===== src/inc/sgm_pkg.sv =====
// Functional notes
// - auto-close delay is settable from 0 to 124 seconds
// - switch 1 on, fully open, inputs quiet: close when delay expires
// - max-run countdown, 15 to 100 s, restarts at every motor start
// - max-run expiry locks out and drives the emergency alarm
// - switch 2 on: warning output two seconds before start; off: only running
// - switch 3 on: single button cycles open, stop, close, stop
// - switch 3 off: single button opens, or closes when fully open
// - switch 4 off right-hand, on left-hand; sets motor direction mapping
// - switch 5 on: one second lock release before motor energises
// - switch 6 on disables the motor brake, off applies it normally
// - switch 8 off for stand-alone or master, on for slave
// - stop input is a normally closed loop; open loop stops motor
// - open input starts opening, close input starts closing
// - reverse input while closing drives gate back to fully open
// - open obstruction: stop, brief reverse, stop, disable auto-close
// - obstruction again before a limit: stop, alarm, lockout
// - close obstruction acts the same, only while closing
// - hold-open input keeps gate fully open, no closing begins
// - linked master and slave open and close together
// - open limit on right contact for right-hand, swapped for left-hand
// - current trip while closing turns the gate round toward full open without stopping
package sgm_pkg;

  // ****************************************************************
  // timing
  // ****************************************************************
  localparam int CLK_HZ = 50_000_000;
  localparam int TICK_MS = 100;
  localparam int TICK_CYCLES = CLK_HZ / 1000 * TICK_MS;
  localparam int PRESTART_MS = 2000;
  localparam int LOCKDLY_MS = 1000;
  localparam int BACKOFF_MS = 500;
  localparam int PRESTART_TICKS = (PRESTART_MS + TICK_MS - 1) / TICK_MS;
  localparam int LOCKDLY_TICKS = (LOCKDLY_MS + TICK_MS - 1) / TICK_MS;
  localparam int BACKOFF_TICKS = (BACKOFF_MS + TICK_MS - 1) / TICK_MS;
  localparam int TICKS_PER_SEC = 1000 / TICK_MS;

  // ****************************************************************
  // timer setting limits and reset values in seconds, and the config reset value
  // ****************************************************************
  localparam logic [6:0] ACSEC_MAX = 7'h7C;
  localparam logic [6:0] MRSEC_MIN = 7'h0F;
  localparam logic [6:0] MRSEC_MAX = 7'h64;
  localparam logic [6:0] ACSEC_RST = 7'h1E;
  localparam logic [6:0] MRSEC_RST = 7'h3C;
  localparam logic [7:0] CFG_RST = 8'h00;

  // ****************************************************************
  // register byte addresses
  // ****************************************************************
  localparam logic [4:0] ADDR_CFG = 5'h00;
  localparam logic [4:0] ADDR_ACSEC = 5'h04;
  localparam logic [4:0] ADDR_MRSEC = 5'h08;
  localparam logic [4:0] ADDR_CTRL = 5'h0C;
  localparam logic [4:0] ADDR_STATUS = 5'h10;

  // ****************************************************************
  // field positions
  // ****************************************************************
  localparam int CFG_AUTOCLOSE = 0;
  localparam int CFG_PREWARN = 1;
  localparam int CFG_SBCYCLE = 2;
  localparam int CFG_LEFTHAND = 3;
  localparam int CFG_LOCKDLY = 4;
  localparam int CFG_NOBRAKE = 5;
  localparam int CFG_SLAVE = 7;
  localparam int CTRL_CLRLOCK = 0;
  localparam int ST_LOCKOUT = 0;
  localparam int ST_ATOPEN = 1;
  localparam int ST_ATCLOSED = 2;
  localparam int ST_DIROPEN = 3;
  localparam int ST_STRIKE = 4;
  localparam int ST_ACDIS = 5;
  localparam int ST_RUNNING = 6;
  localparam int ST_STATE = 8;

  typedef enum logic [2:0] {
    SGM_IDLE,
    SGM_PRESTART,
    SGM_RUN,
    SGM_BACKOFF,
    SGM_LOCKOUT
  } sgmState_t;

endpackage


===== src/sgm_gate_ctrl.sv =====
// Chosen here: the register offsets and register access over Avalon-MM.
`timescale 1ns/1ps
module sgm_gate_ctrl
  import sgm_pkg::*;
#(
  parameter int TICK_CYC = TICK_CYCLES
) (
  input wire logic clk_sys,
  input wire logic nrst,
  input wire logic clkEn,
  input wire logic [4:0] avsAddress,
  input wire logic avsRead,
  input wire logic avsWrite,
  input wire logic [31:0] avsWriteData,
  input wire logic [3:0] avsByteEnable,
  output logic [31:0] avsReadData,
  output logic avsWaitrequest,
  input wire logic openIn,
  input wire logic closeIn,
  input wire logic stopLoopClosed,
  input wire logic singleIn,
  input wire logic reverseIn,
  input wire logic obstOpenIn,
  input wire logic obstCloseIn,
  input wire logic holdOpenIn,
  input wire logic limitRight,
  input wire logic limitLeft,
  input wire logic currentTripIn,
  input wire logic linkOpenIn,
  input wire logic linkCloseIn,
  output logic motorRun,
  output logic motorFwd,
  output logic brake,
  output logic warnOut,
  output logic lockRelease,
  output logic emergencyAlarm,
  output logic linkOpenOut,
  output logic linkCloseOut
);

  localparam int PW = $clog2(TICK_CYC) + 1;

  initial begin
    if (TICK_CYC < 1) begin
      $error("TICK_CYC must be at least one");
    end
  end

  // ****************************************************************
  // state
  // ****************************************************************
  typedef struct packed {
    sgmState_t st;
    logic dirOpen;
    logic atOpen;
    logic atClosed;
    logic strike;
    logic acDis;
    logic [1:0] sbPhase;
    logic sbPrev;
    logic [PW-1:0] tickDiv;
    logic tick;
    logic [10:0] seqCnt;
    logic [10:0] runCnt;
    logic [10:0] acCnt;
    logic [7:0] cfg;
    logic [6:0] acSec;
    logic [6:0] mrSec;
    logic waitReq;
    logic [31:0] readData;
    logic motorRun;
    logic motorFwd;
    logic brake;
    logic warn;
    logic lockRel;
    logic alarm;
    logic linkOpen;
    logic linkClose;
  } sgmRegs_t;

  sgmRegs_t r;
  sgmRegs_t n;

  logic openLim;
  logic closeLim;
  logic slave;
  logic eOpen;
  logic eClose;
  logic sbPress;
  logic startOpen;
  logic startClose;
  logic fromCmd;
  logic running;
  logic wrHit;
  logic [7:0] wrByte;
  logic [10:0] acLen;
  logic [10:0] mrLen;
  logic [10:0] preLen;

  // ****************************************************************
  // next state
  // ****************************************************************
  always_comb begin
    n = r;
    startOpen = 1'b0;
    startClose = 1'b0;
    fromCmd = 1'b0;
    // limit contacts follow the hand of operation
    openLim = r.cfg[CFG_LEFTHAND] ? limitLeft : limitRight;
    closeLim = r.cfg[CFG_LEFTHAND] ? limitRight : limitLeft;
    slave = r.cfg[CFG_SLAVE];
    // a slave also takes commands from the master link
    eOpen = openIn | (slave & linkOpenIn);
    eClose = closeIn | (slave & linkCloseIn);
    sbPress = singleIn & ~r.sbPrev;
    n.sbPrev = singleIn;
    acLen = 11'(r.acSec) * 11'(TICKS_PER_SEC);
    mrLen = 11'(r.mrSec) * 11'(TICKS_PER_SEC);
    if (r.cfg[CFG_PREWARN]) begin
      preLen = 11'(PRESTART_TICKS);
    end else if (r.cfg[CFG_LOCKDLY]) begin
      preLen = 11'(LOCKDLY_TICKS);
    end else begin
      preLen = 11'h000;
    end

    // tenth-second prescaler
    n.tick = 1'b0;
    if (r.tickDiv == '0) begin
      n.tickDiv = PW'(TICK_CYC - 1);
      n.tick = 1'b1;
    end else begin
      n.tickDiv = r.tickDiv - 1'b1;
    end

    // bus slave: one wait cycle, then answer
    wrHit = avsWrite & ~r.waitReq & avsByteEnable[0];
    wrByte = avsWriteData[7:0];
    n.waitReq = 1'b1;
    if ((avsRead | avsWrite) & r.waitReq) begin
      n.waitReq = 1'b0;
      n.readData = 32'h0000_0000;
      unique case (avsAddress)
        ADDR_CFG: n.readData[7:0] = r.cfg;
        ADDR_ACSEC: n.readData[6:0] = r.acSec;
        ADDR_MRSEC: n.readData[6:0] = r.mrSec;
        ADDR_STATUS: begin
          n.readData[ST_LOCKOUT] = r.st == SGM_LOCKOUT;
          n.readData[ST_ATOPEN] = r.atOpen;
          n.readData[ST_ATCLOSED] = r.atClosed;
          n.readData[ST_DIROPEN] = r.dirOpen;
          n.readData[ST_STRIKE] = r.strike;
          n.readData[ST_ACDIS] = r.acDis;
          n.readData[ST_RUNNING] = r.motorRun;
          n.readData[ST_STATE +: 3] = r.st;
        end
        default: n.readData = 32'h0000_0000;
      endcase
    end
    if (wrHit) begin
      unique case (avsAddress)
        ADDR_CFG: n.cfg = avsWriteData[7:0];
        ADDR_ACSEC: begin
          // whole byte is clamped so that a high bit cannot wrap
          n.acSec = (wrByte > 8'(ACSEC_MAX)) ? ACSEC_MAX : wrByte[6:0];
        end
        ADDR_MRSEC: begin
          if (wrByte < 8'(MRSEC_MIN)) begin
            n.acSec = r.acSec;
            n.mrSec = MRSEC_MIN;
          end else if (wrByte > 8'(MRSEC_MAX)) begin
            n.mrSec = MRSEC_MAX;
          end else begin
            n.mrSec = wrByte[6:0];
          end
        end
        default: n.cfg = r.cfg;
      endcase
    end

    // gate sequencer
    unique case (r.st)
      SGM_IDLE: begin
        n.acCnt = 11'h000;
        if (!stopLoopClosed) begin
          n.acCnt = 11'h000;
        end else if (eOpen && !r.atOpen) begin
          startOpen = 1'b1;
          fromCmd = 1'b1;
        end else if (eClose && !r.atClosed && !holdOpenIn) begin
          startClose = 1'b1;
          fromCmd = 1'b1;
        end else if (sbPress && r.cfg[CFG_SBCYCLE]) begin
          // open, stop, close, stop
          n.sbPhase = r.sbPhase + 2'h1;
          if (r.sbPhase == 2'h0) begin
            startOpen = !r.atOpen;
          end else if (r.sbPhase == 2'h2) begin
            startClose = !r.atClosed && !holdOpenIn;
          end
          fromCmd = 1'b1;
        end else if (sbPress) begin
          startOpen = !r.atOpen;
          startClose = r.atOpen && !holdOpenIn;
          fromCmd = 1'b1;
        end else if (r.cfg[CFG_AUTOCLOSE] && r.atOpen && !r.acDis &&
                     !eOpen && !reverseIn && !obstOpenIn &&
                     !obstCloseIn && !holdOpenIn) begin
          // count quiet time at full open
          if (r.acCnt >= acLen) begin
            startClose = 1'b1;
          end else if (r.tick) begin
            n.acCnt = r.acCnt + 11'h001;
          end else begin
            n.acCnt = r.acCnt;
          end
        end
      end
      SGM_PRESTART: begin
        if (!stopLoopClosed) begin
          n.st = SGM_IDLE;
        end else if (r.seqCnt == 11'h000) begin
          n.st = SGM_RUN;
          n.runCnt = mrLen;
        end else if (r.tick) begin
          n.seqCnt = r.seqCnt - 11'h001;
        end
      end
      SGM_RUN: begin
        if (!stopLoopClosed) begin
          n.st = SGM_IDLE;
        end else if (r.dirOpen && openLim) begin
          n.st = SGM_IDLE;
          n.atOpen = 1'b1;
          n.strike = 1'b0;
        end else if (!r.dirOpen && closeLim) begin
          n.st = SGM_IDLE;
          n.atClosed = 1'b1;
          n.strike = 1'b0;
        end else if ((r.dirOpen && obstOpenIn) ||
                     (!r.dirOpen && obstCloseIn)) begin
          if (r.strike) begin
            n.st = SGM_LOCKOUT;
          end else begin
            n.st = SGM_BACKOFF;
            n.strike = 1'b1;
            n.acDis = 1'b1;
            n.dirOpen = !r.dirOpen;
            // one tick at rest before backing off
            n.seqCnt = 11'(BACKOFF_TICKS + 1);
          end
        end else if (r.runCnt == 11'h000) begin
          n.st = SGM_LOCKOUT;
        end else if (!r.dirOpen && (reverseIn || currentTripIn ||
                     holdOpenIn || eOpen)) begin
          // turn round toward full open
          n.dirOpen = 1'b1;
          n.runCnt = mrLen;
        end else if (sbPress && r.cfg[CFG_SBCYCLE]) begin
          n.st = SGM_IDLE;
          n.sbPhase = r.sbPhase + 2'h1;
        end else if (sbPress && !r.dirOpen) begin
          n.dirOpen = 1'b1;
          n.runCnt = mrLen;
        end else if (r.tick) begin
          n.runCnt = r.runCnt - 11'h001;
        end
      end
      SGM_BACKOFF: begin
        if (!stopLoopClosed || r.seqCnt == 11'h000) begin
          n.st = SGM_IDLE;
        end else if (r.tick) begin
          n.seqCnt = r.seqCnt - 11'h001;
        end
      end
      SGM_LOCKOUT: begin
        if (wrHit && avsAddress == ADDR_CTRL &&
            avsWriteData[CTRL_CLRLOCK]) begin
          n.st = SGM_IDLE;
          n.strike = 1'b0;
        end
      end
      default: n.st = SGM_LOCKOUT;
    endcase

    // common start of travel
    if (startOpen || startClose) begin
      n.st = SGM_PRESTART;
      n.dirOpen = startOpen;
      n.seqCnt = preLen;
      n.atOpen = 1'b0;
      n.atClosed = 1'b0;
      n.acCnt = 11'h000;
      if (fromCmd) begin
        n.acDis = 1'b0;
      end
    end

    // outputs from next state
    running = (n.st == SGM_RUN) ||
              (n.st == SGM_BACKOFF &&
               n.seqCnt <= 11'(BACKOFF_TICKS));
    n.motorRun = running;
    n.motorFwd = n.dirOpen ^ r.cfg[CFG_LEFTHAND];
    n.brake = !running && !r.cfg[CFG_NOBRAKE];
    n.warn = running ||
             (n.st == SGM_PRESTART && r.cfg[CFG_PREWARN]);
    n.lockRel = r.cfg[CFG_LOCKDLY] && (running ||
                (n.st == SGM_PRESTART &&
                 n.seqCnt <= 11'(LOCKDLY_TICKS)));
    n.alarm = n.st == SGM_LOCKOUT;
    n.linkOpen = !slave && n.st == SGM_RUN && n.dirOpen;
    n.linkClose = !slave && n.st == SGM_RUN && !n.dirOpen;
  end

  // ****************************************************************
  // state register
  // ****************************************************************
  always_ff @(posedge clk_sys) begin
    if (!nrst) begin
      r <= '0;
      r.st <= SGM_IDLE;
      r.cfg <= CFG_RST;
      r.acSec <= ACSEC_RST;
      r.mrSec <= MRSEC_RST;
      r.waitReq <= 1'b1;
      r.brake <= 1'b1;
    end else if (clkEn) begin
      r <= n;
    end
  end

  // outputs straight from the state register
  assign avsReadData = r.readData;
  assign avsWaitrequest = r.waitReq;
  assign motorRun = r.motorRun;
  assign motorFwd = r.motorFwd;
  assign brake = r.brake;
  assign warnOut = r.warn;
  assign lockRelease = r.lockRel;
  assign emergencyAlarm = r.alarm;
  assign linkOpenOut = r.linkOpen;
  assign linkCloseOut = r.linkClose;

endmodule


===== config.mk =====
export PLATFORM = sky130hd
export DESIGN_NAME = sgm_gate_ctrl
export DESIGN_NICKNAME = d
export VERILOG_FILES = /design/src/inc/sgm_pkg.sv /design/src/sgm_gate_ctrl.sv
export SDC_FILE = /design/constraint.sdc
export NUM_CORES = 1
export LEC_CHECK = 0
export BUFFER_PORTS_ARGS = -buffer_cell sky130_fd_sc_hd__buf_2
export CAP_MARGIN = 5
export CORE_MARGIN = 1
export CORE_UTILIZATION = 53
export DETAILED_ROUTE_END_ITERATION = 12
export GPL_ROUTABILITY_DRIVEN = 0
export PLACE_DENSITY = 0.78
export REMOVE_ABC_BUFFERS = 1
export SLEW_MARGIN = 0
export SYNTH_ARGS = -nofsm -noshare
export SYNTH_HDL_FRONTEND = slang
export SYNTH_SLANG_ARGS = --single-unit

===== constraint.sdc =====
create_clock -name clk_sys -period 3.75 [get_ports clk_sys]
set_clock_uncertainty 0.15 [all_clocks]
set_input_delay 0.1875 -clock clk_sys [delete_from_list [all_inputs] [get_ports clk_sys]]
set_output_delay 0.1875 -clock clk_sys [all_outputs]
set_load 0.05 [all_outputs]

==> out/results.ini, run 1 <==
[drt]
via_count=6741
dr.pass1.iters=7
via_per_inst=5.96
wire_per_inst_um=16.2
drt-initial-drc-count=565
wl_mm=18.3
antenna_left=0
drcViolationCount=0

[floorplan]
io_pins=100
die_h_um=117
start_util=0.550
die_w_um=117
core-area_um2=12800
rows=41
fp.dieArea_um2=13700

[global_routing]
grt_pass1_vias=5909
grt_max_degree=64
antenna_found_initial=0
grt_usage=0.270
grt_pass1_wl_mm=28.8
grt-ovfl-total=0

[critical_path]
endpoint_kind=flop
worstPathMaxFanout=4
path_class=reg -> reg
critPathLaunch=r[50]$_SDFFE_PN1P_
crit_top_cell=a21oi_2
critPathMaxStageDelay_ns=0.40
cp.required_ns=3.86
r2r-end=lockRelease$_SDFFE_PN0P_
r2r_start=r[50]$_SDFFE_PN1P_
crit_path_end=lockRelease$_SDFFE_PN0P_
worst-path-buf-inv=2
cp.depth=18
crit_arrival_ns=4.19
setup.worst_path.start_class=flop
rrSetupSlack_ns=-0.33
reg2regPathDepth=18
crit_chain=ha_4 -> ha_4 -> a21o_1 -> a21oi_2 -> o21ai_2 -> a21oi_2 -> xor2_1 -> ha_1 -> a21oi_2 -> o21ai_2 -> o41ai_4 -> buf_4 -> nor2_4 -> o41a_1 -> buf_4 -> o22ai_2 -> nand2_1 -> a32o_1
crit_path_top_delay_cell=o41a_1
cpLargestDelayFamily=compound AO/OA/AOI/OAI gates

[sta]
finalCritPeriodShare=1.09
slew_headroom=0.241
layout_min_cycle_time_ns=4.08
setup_violations=29
rsz0062_at_grt=true
tightest_slew_ns=1.14
finalHoldViolCount=0
maxSlewViolCount=0
setup_ws_ns=-0.333
max_freq_ghz=0.245

[placement]
postPlaceCellArea_um2=7450
io_buffers=51
place_inst=1105
dpl.hpwl_mm=12.8

[clock_network]
root_buffer=clkbuf_16
clock_path_buffers=2
cts_made_buffers=9
insertion_delay_ns=0.37
clk_pin_slew_worst_paths_ns=0.07
htree_levels=3
cts.sinks=111
cts_tree=done

[synth]
yosysTopAreaCellShare=0.316
yosys_warnings=0
synthCells=900
synth_edf_count=0
yosysUniqueCellTypes=77
syn_avg_cell_area_um2=7.80
syn_area_um2=7020
yosysTopAreaCell=dfxtp_1
ys_top_cells_by_area=dfxtp_1 (32%), ha_1 (6.6%), nor2_1 (5.9%)
yosysSeqAreaShare=0.316
synthFlopType=dfxtp_1
ys_seq_elements=111
async_flop_share=0

[min_path]
hold_class=in -> reg

[layout]
design_area_um2=8160
final_core_util=0.639
n_fill_cell=1122
finalNonFillerCells=1131
final_nets=1052
antenna_cells=0
area_growth_syn_to_layout_pct=16.2
drive_gt1_frac=0.189

[pwr]
power.density_nw_per_um2=386
ir_drop_mv=0.387
p_leak_uw=0.00317

[job]
drv_cap=0

[outcome]
status=finished, violations left
violations=setup timing

==> worst min-delay path by stage <==
stage | endpoint | depth (start not counted) | start
after floorplan | avsWaitrequest$_SDFFE_PN1P_ | 1 | nrst
after global placement | linkOpenOut$_SDFFE_PN0P_ | 2 | linkOpenOut$_SDFFE_PN0P_
after detailed placement | linkOpenOut$_SDFFE_PN0P_ | 2 | linkOpenOut$_SDFFE_PN0P_
after CTS | r[42]$_SDFFE_PN0P_ | 3 | avsWriteData[1]
after global routing | r[58]$_SDFFE_PN0P_ | 3 | avsWriteData[3]
final | r[42]$_SDFFE_PN0P_ | 3 | avsWriteData[1]
==> synthesized netlist by cell type, types with 3 or more instances <==
| cell | number |
|---|---|
| dfxtp_1 | 111 |
| or3_1 | 9 |
| a31oi_1 | 11 |
| nand3b_1 | 3 |
| xnor2_1 | 20 |
| nand3_1 | 21 |
| mux2i_1 | 23 |
| clkbuf_1 | 43 |
| a211oi_1 | 9 |
| o21bai_1 | 3 |
| o2111ai_1 | 3 |
| nand4b_1 | 9 |
| nand2b_1 | 9 |
| o21ai_0 | 55 |
| or4_1 | 6 |
| nand4_1 | 12 |
| and2_1 | 3 |
| nor4_1 | 15 |
| nor3_1 | 24 |
| o21a_1 | 5 |
| nor2_1 | 110 |
| a21oi_1 | 82 |
| o211ai_1 | 8 |
| o22ai_1 | 5 |
| and3_1 | 10 |
| inv_1 | 39 |
| xor2_1 | 10 |
| a21o_1 | 7 |
| nand2_1 | 69 |
| nor2b_1 | 11 |
| nor3b_1 | 7 |
| o32ai_1 | 3 |
| o31ai_1 | 3 |
| buf_4 | 32 |
| nor4b_1 | 3 |
| o41ai_1 | 3 |
| ha_1 | 37 |
| a22oi_1 | 17 |
==> final cells by class <==
class	instances	area, um2	share of cell area
Clock buffer	10	229	0.0281
Clock inverter	6	51.3	0.00629
Inverter	39	149	0.0183
Multi-Input combinational cell	690	4590	0.563
Sequential cell	111	2230	0.274
Tap cell	172	215	0.0264
Timing Repair Buffer	103	691	0.0847
==> worst reg2reg max path, delay by kind of cell, from the launching register on <==
| kind | cells | cell delay, ns |
|---|---|---|
| AOI/OAI and AO/OA | 10 | 2.03 |
| xor gates and xnor gates | 1 | 0.20 |
| adders and majority gates | 3 | 0.77 |
| buffers and inverters | 2 | 0.36 |
| DFF | 1 | 0.36 |
| and+or+nand+nor | 2 | 0.12 |
==> registers in the layout, indices dropped and copies added (netlist names) <==
name / count
lockRelease: 1
linkCloseOut: 1
r: 91
avsWaitrequest: 1
brake: 1
motorRun: 1
emergencyAlarm: 1
warnOut: 1
motorFwd: 1
avsReadData: 11
linkOpenOut: 1
==> cell families (layout without fill, tap and decap cells) <==
kind of cell / count (synthesis) / count (layout) / synth area share
compound gates: 241 / 241 / 0.218
xor+xnor: 30 / 30 / 0.0374
fa+ha+maj: 39 / 39 / 0.0716
buf+inv: 119 / 158 / 0.0821
flops: 111 / 111 / 0.316
mux: 24 / 24 / 0.0344
other cells: 1 / 21 / 0.000534
simple gates: 335 / 335 / 0.239
==> what timing repair did <==
item,4_1_cts,5_1_grt
endpoints found under the hold margin,3,0
pin swaps,12,35
hold buffers,3,0
setup endpoints to repair,31,34
setup buffers,3,5
gates resized for setup,28,52
==> cell usage in the layout (no fill, tap or decap), types with 21 or more instances in the layout <==
master	netlist	routed
nor3_1	24	23
nand2_1	69	67
ha_1	37	30
o21ai_0	55	48
dfxtp_1	111	107
buf_2	2	51
a21oi_1	82	71
conb_1	1	21
buf_4	32	39
inv_1	39	36
nor2_1	110	108
mux2i_1	23	23
==> routing by layer <==
metal | wire [um] | vias up | global-route usage
met5 | 0 | - | 0
met4 | 438 | 0 | 0.0928
met3 | 1240 | 36 | 0.0577
met2 | 8630 | 251 | 0.443
met1 | 8030 | 3147 | 0.353
li1 | - | 3307 | -
==> metrics by stage <==
stage	setup WS, ns	power (uW)	hold WS [ns]	setup TNS, ns
after global placement	-0.372	2190	0.286	-6.29
final	-0.333	3150	0.0112	-5.24
after CTS	-0.156	3140	0.00660	-1.39
after floorplan	-0.305	1980	0.0994	-4.02
after global routing	-0.472	3320	0.0163	-10.91
after detailed placement	-0.404	2210	0.289	-7.54
==> power by group <==
| part | switching, uW | total, uW | internal [uW] |
|---|---|---|---|
| Combinational | 501 | 827 | 326 |
| Sequential | 109 | 1390 | 1280 |
| Clock | 472 | 933 | 461 |
| Total | 1080 | 3150 | 2070 |
(Power assumes the default switching activity.)
==> run 2, diff against run 1 <==
CORE_UTILIZATION = 63   (was 53)
PLACE_DENSITY = 0.87   (was 0.78)
clock period = 4.9 ns   (was 3.75 ns; I/O delays follow)
==> run 2 against run 1 <==
Against the previous run:
- count of clock-buffer cells in the layout rose by 1
- wire length down 7.6%
- highest routed layer unchanged
- sequential power fell by 23%
- the run now ends clean
- largest power group unchanged
- largest cell class unchanged
- flip-flop and latch count did not move
- clock power fell by 46%
- register-to-register slack better by 0.75 ns
==> out/results.ini, run 2 (synthesized netlist as in run 1, its figures left out) <==
[layout]
antenna_cells=0  ; unchanged
finalNonFillerCells=1061  ; -6.2%
drive_gt1_frac=0.101  ; -0.0878
area_growth_syn_to_layout_pct=4.99
design_area_um2=7370  ; -9.6%
final_common_cell=dfxtp_1
final_core_util=0.680  ; +0.0415
largest_reg_flops=91  ; unchanged
final_nets=1014  ; -3.6%
largest_register=r
layout_common_cells=dfxtp_1 (111), nor2_1 (110), a21oi_1 (82)

[critical_path]
worst-path-buf-inv=0  ; -2
path_class=reg -> reg
endpoint_kind=flop
setup.worst_path.start_class=flop
critPathMaxStageDelay_ns=0.62  ; +0.22 ns
crit_path_top_delay_cell=or4b_1
crit_arrival_ns=4.66  ; +0.47 ns
crit_chain=ha_1 -> ha_1 -> a21o_1 -> a21oi_1 -> o21ai_0 -> a21oi_1 -> xor2_1 -> ha_1 -> and4_1 -> o41ai_1 -> or4b_1 -> or2_0 -> or3_1 -> a21oi_1
cpLargestDelayFamily=compound AO/OA/AOI/OAI gates
worstPathMaxFanout=6  ; +2
cp.required_ns=5.08  ; +1.22 ns

[job]
drv_cap=0  ; unchanged

[clock_network]
clock_path_buffers=2  ; unchanged
htree_levels=3  ; unchanged
cts.sinks=111  ; unchanged
cts_made_buffers=9  ; unchanged
insertion_delay_ns=0.40  ; +0.03 ns
cts_setup_buffers=0  ; -3
cts_tree=done
root_buffer=clkbuf_8
clk_pin_slew_worst_paths_ns=0.11  ; +0.04 ns

[floorplan]
core-area_um2=10800  ; -15%
rows=38  ; -7.3%
die_h_um=108  ; -8.1%
die_w_um=108  ; -8.1%
fp.dieArea_um2=11600  ; -16%
start_util=0.648  ; +0.0980
io_pins=100  ; unchanged

[drt]
dr.pass1.iters=5  ; -2
via_count=6569  ; -2.6%
via_per_inst=6.19  ; +3.9%
wire_per_inst_um=16.0  ; -1.5%
drt-initial-drc-count=531  ; -6.0%
antenna_left=0  ; unchanged
wl_mm=16.9  ; -7.6%
drcViolationCount=0  ; unchanged

[global_routing]
grt_pass1_vias=6001  ; +1.6%
grt_usage=0.306  ; +0.0357
use_met3=0.0478  ; -0.00985
gr-usage-met2=0.491  ; +0.0479
globalRoute.busiestLayer=met2
grt_pass1_wl_mm=28.1  ; -2.2%
antenna_found_initial=0  ; unchanged
grtUsageMet1=0.406  ; +0.0531
grt_max_degree=47  ; -27%
grt-ovfl-total=0  ; unchanged

[pwr]
switching_power_uw=777  ; -28%
swShare=0.359  ; +0.0160
p_leak_uw=0.00287  ; -9.4%
p_int_uw=1390  ; -33%
ir_drop_mv=0.345  ; -11%
seqPwrFrac=0.494  ; +0.052
comb_power_share=0.272  ; +0.010
pwr-share-clk=0.234  ; -0.062
power.density_nw_per_um2=293  ; -24%

[sta]
rsz0062_at_grt=false
maxSlewViolCount=0  ; unchanged
fin_setup_tns_ns=0  ; +5.24 ns
slew_headroom=0.324  ; +0.0836
layout_min_cycle_time_ns=4.49  ; +0.402 ns
max_freq_ghz=0.223  ; -9.0%
setup_ws_ns=0.415  ; +0.748 ns
finalHoldViolCount=0  ; unchanged
tightest_slew_ns=0.988  ; -0.149 ns
setup_violations=0  ; -100%
finalCritPeriodShare=0.915  ; -0.173

[min_path]
hold_class=in -> reg

[placement]
dpl.hpwl_mm=12.3  ; -3.9%
postPlaceCellArea_um2=7190  ; -3.6%
pre_cts_slack_ns=0.412  ; +0.817 ns
place_inst=1043  ; -5.6%
io_buffers=51  ; unchanged

[outcome]
status=completed

==> run 2: path summary, 6_finish.rpt <==
path / from / endpoint / slack (ns) / depth (start not counted)
min reg2reg: linkOpenOut$_SDFFE_PN0P_ / linkOpenOut$_SDFFE_PN0P_ / 0.31 / 2
max: r[52]$_SDFFE_PN1P_ / r[73]$_SDFFE_PN0P_ / 0.41 / 14
max reg2reg: r[52]$_SDFFE_PN1P_ / r[73]$_SDFFE_PN0P_ / 0.41 / 14
min: avsWriteData[6] / r[61]$_SDFFE_PN0P_ / 0.03 / 3
==> run 2: power by group through the flow <==
stage               sequential [uW]  clock, uW  combinational [uW]
detailed placement             1090          0                 579
global route                   1080        551                 651
floorplan                      1090          0                 428
finish                         1070        506                 589
CTS                            1070        517                 583
global placement               1080          0                 564
==> run 2: layout make-up <==
type                    instances  area (um2)
clock inverters                 5        33.8
flip-flops and latches        111        2220
inverters                      39         146
well taps                     140         175
multi-input cells             690        4300
fillers                       966        3470
repair buffers                 65         365
clock buffers                  11         131
==> run 2: worst min-delay path, stage by stage <==
cell and delay [ns]:
buf_2 0.14, mux2i_1 0.08, nor2_1 0.08
==> run 2: what timing repair did <==
action / 4_1_cts / 5_1_grt
hold endpoints to repair: 2 / 0
hold buffers: 2 / 0
gates resized for setup: 0 / 0
==> run 2: through the flow <==
stage	total power [uW]	hold slack, ns
CTS	2170	0.0156
floorplan	1520	0.157
global placement	1650	0.289
global route	2280	0.0362
finish	2160	0.0267
detailed placement	1660	0.295
==> run 2: layer usage <==
layer,part of all wire,vias to the layer above,wire length [um]
li1,-,3222,-
met1,0.45,3085,7660
met2,0.46,230,7840
met3,0.060,32,1020
met4,0.025,0,415
met5,0,-,0
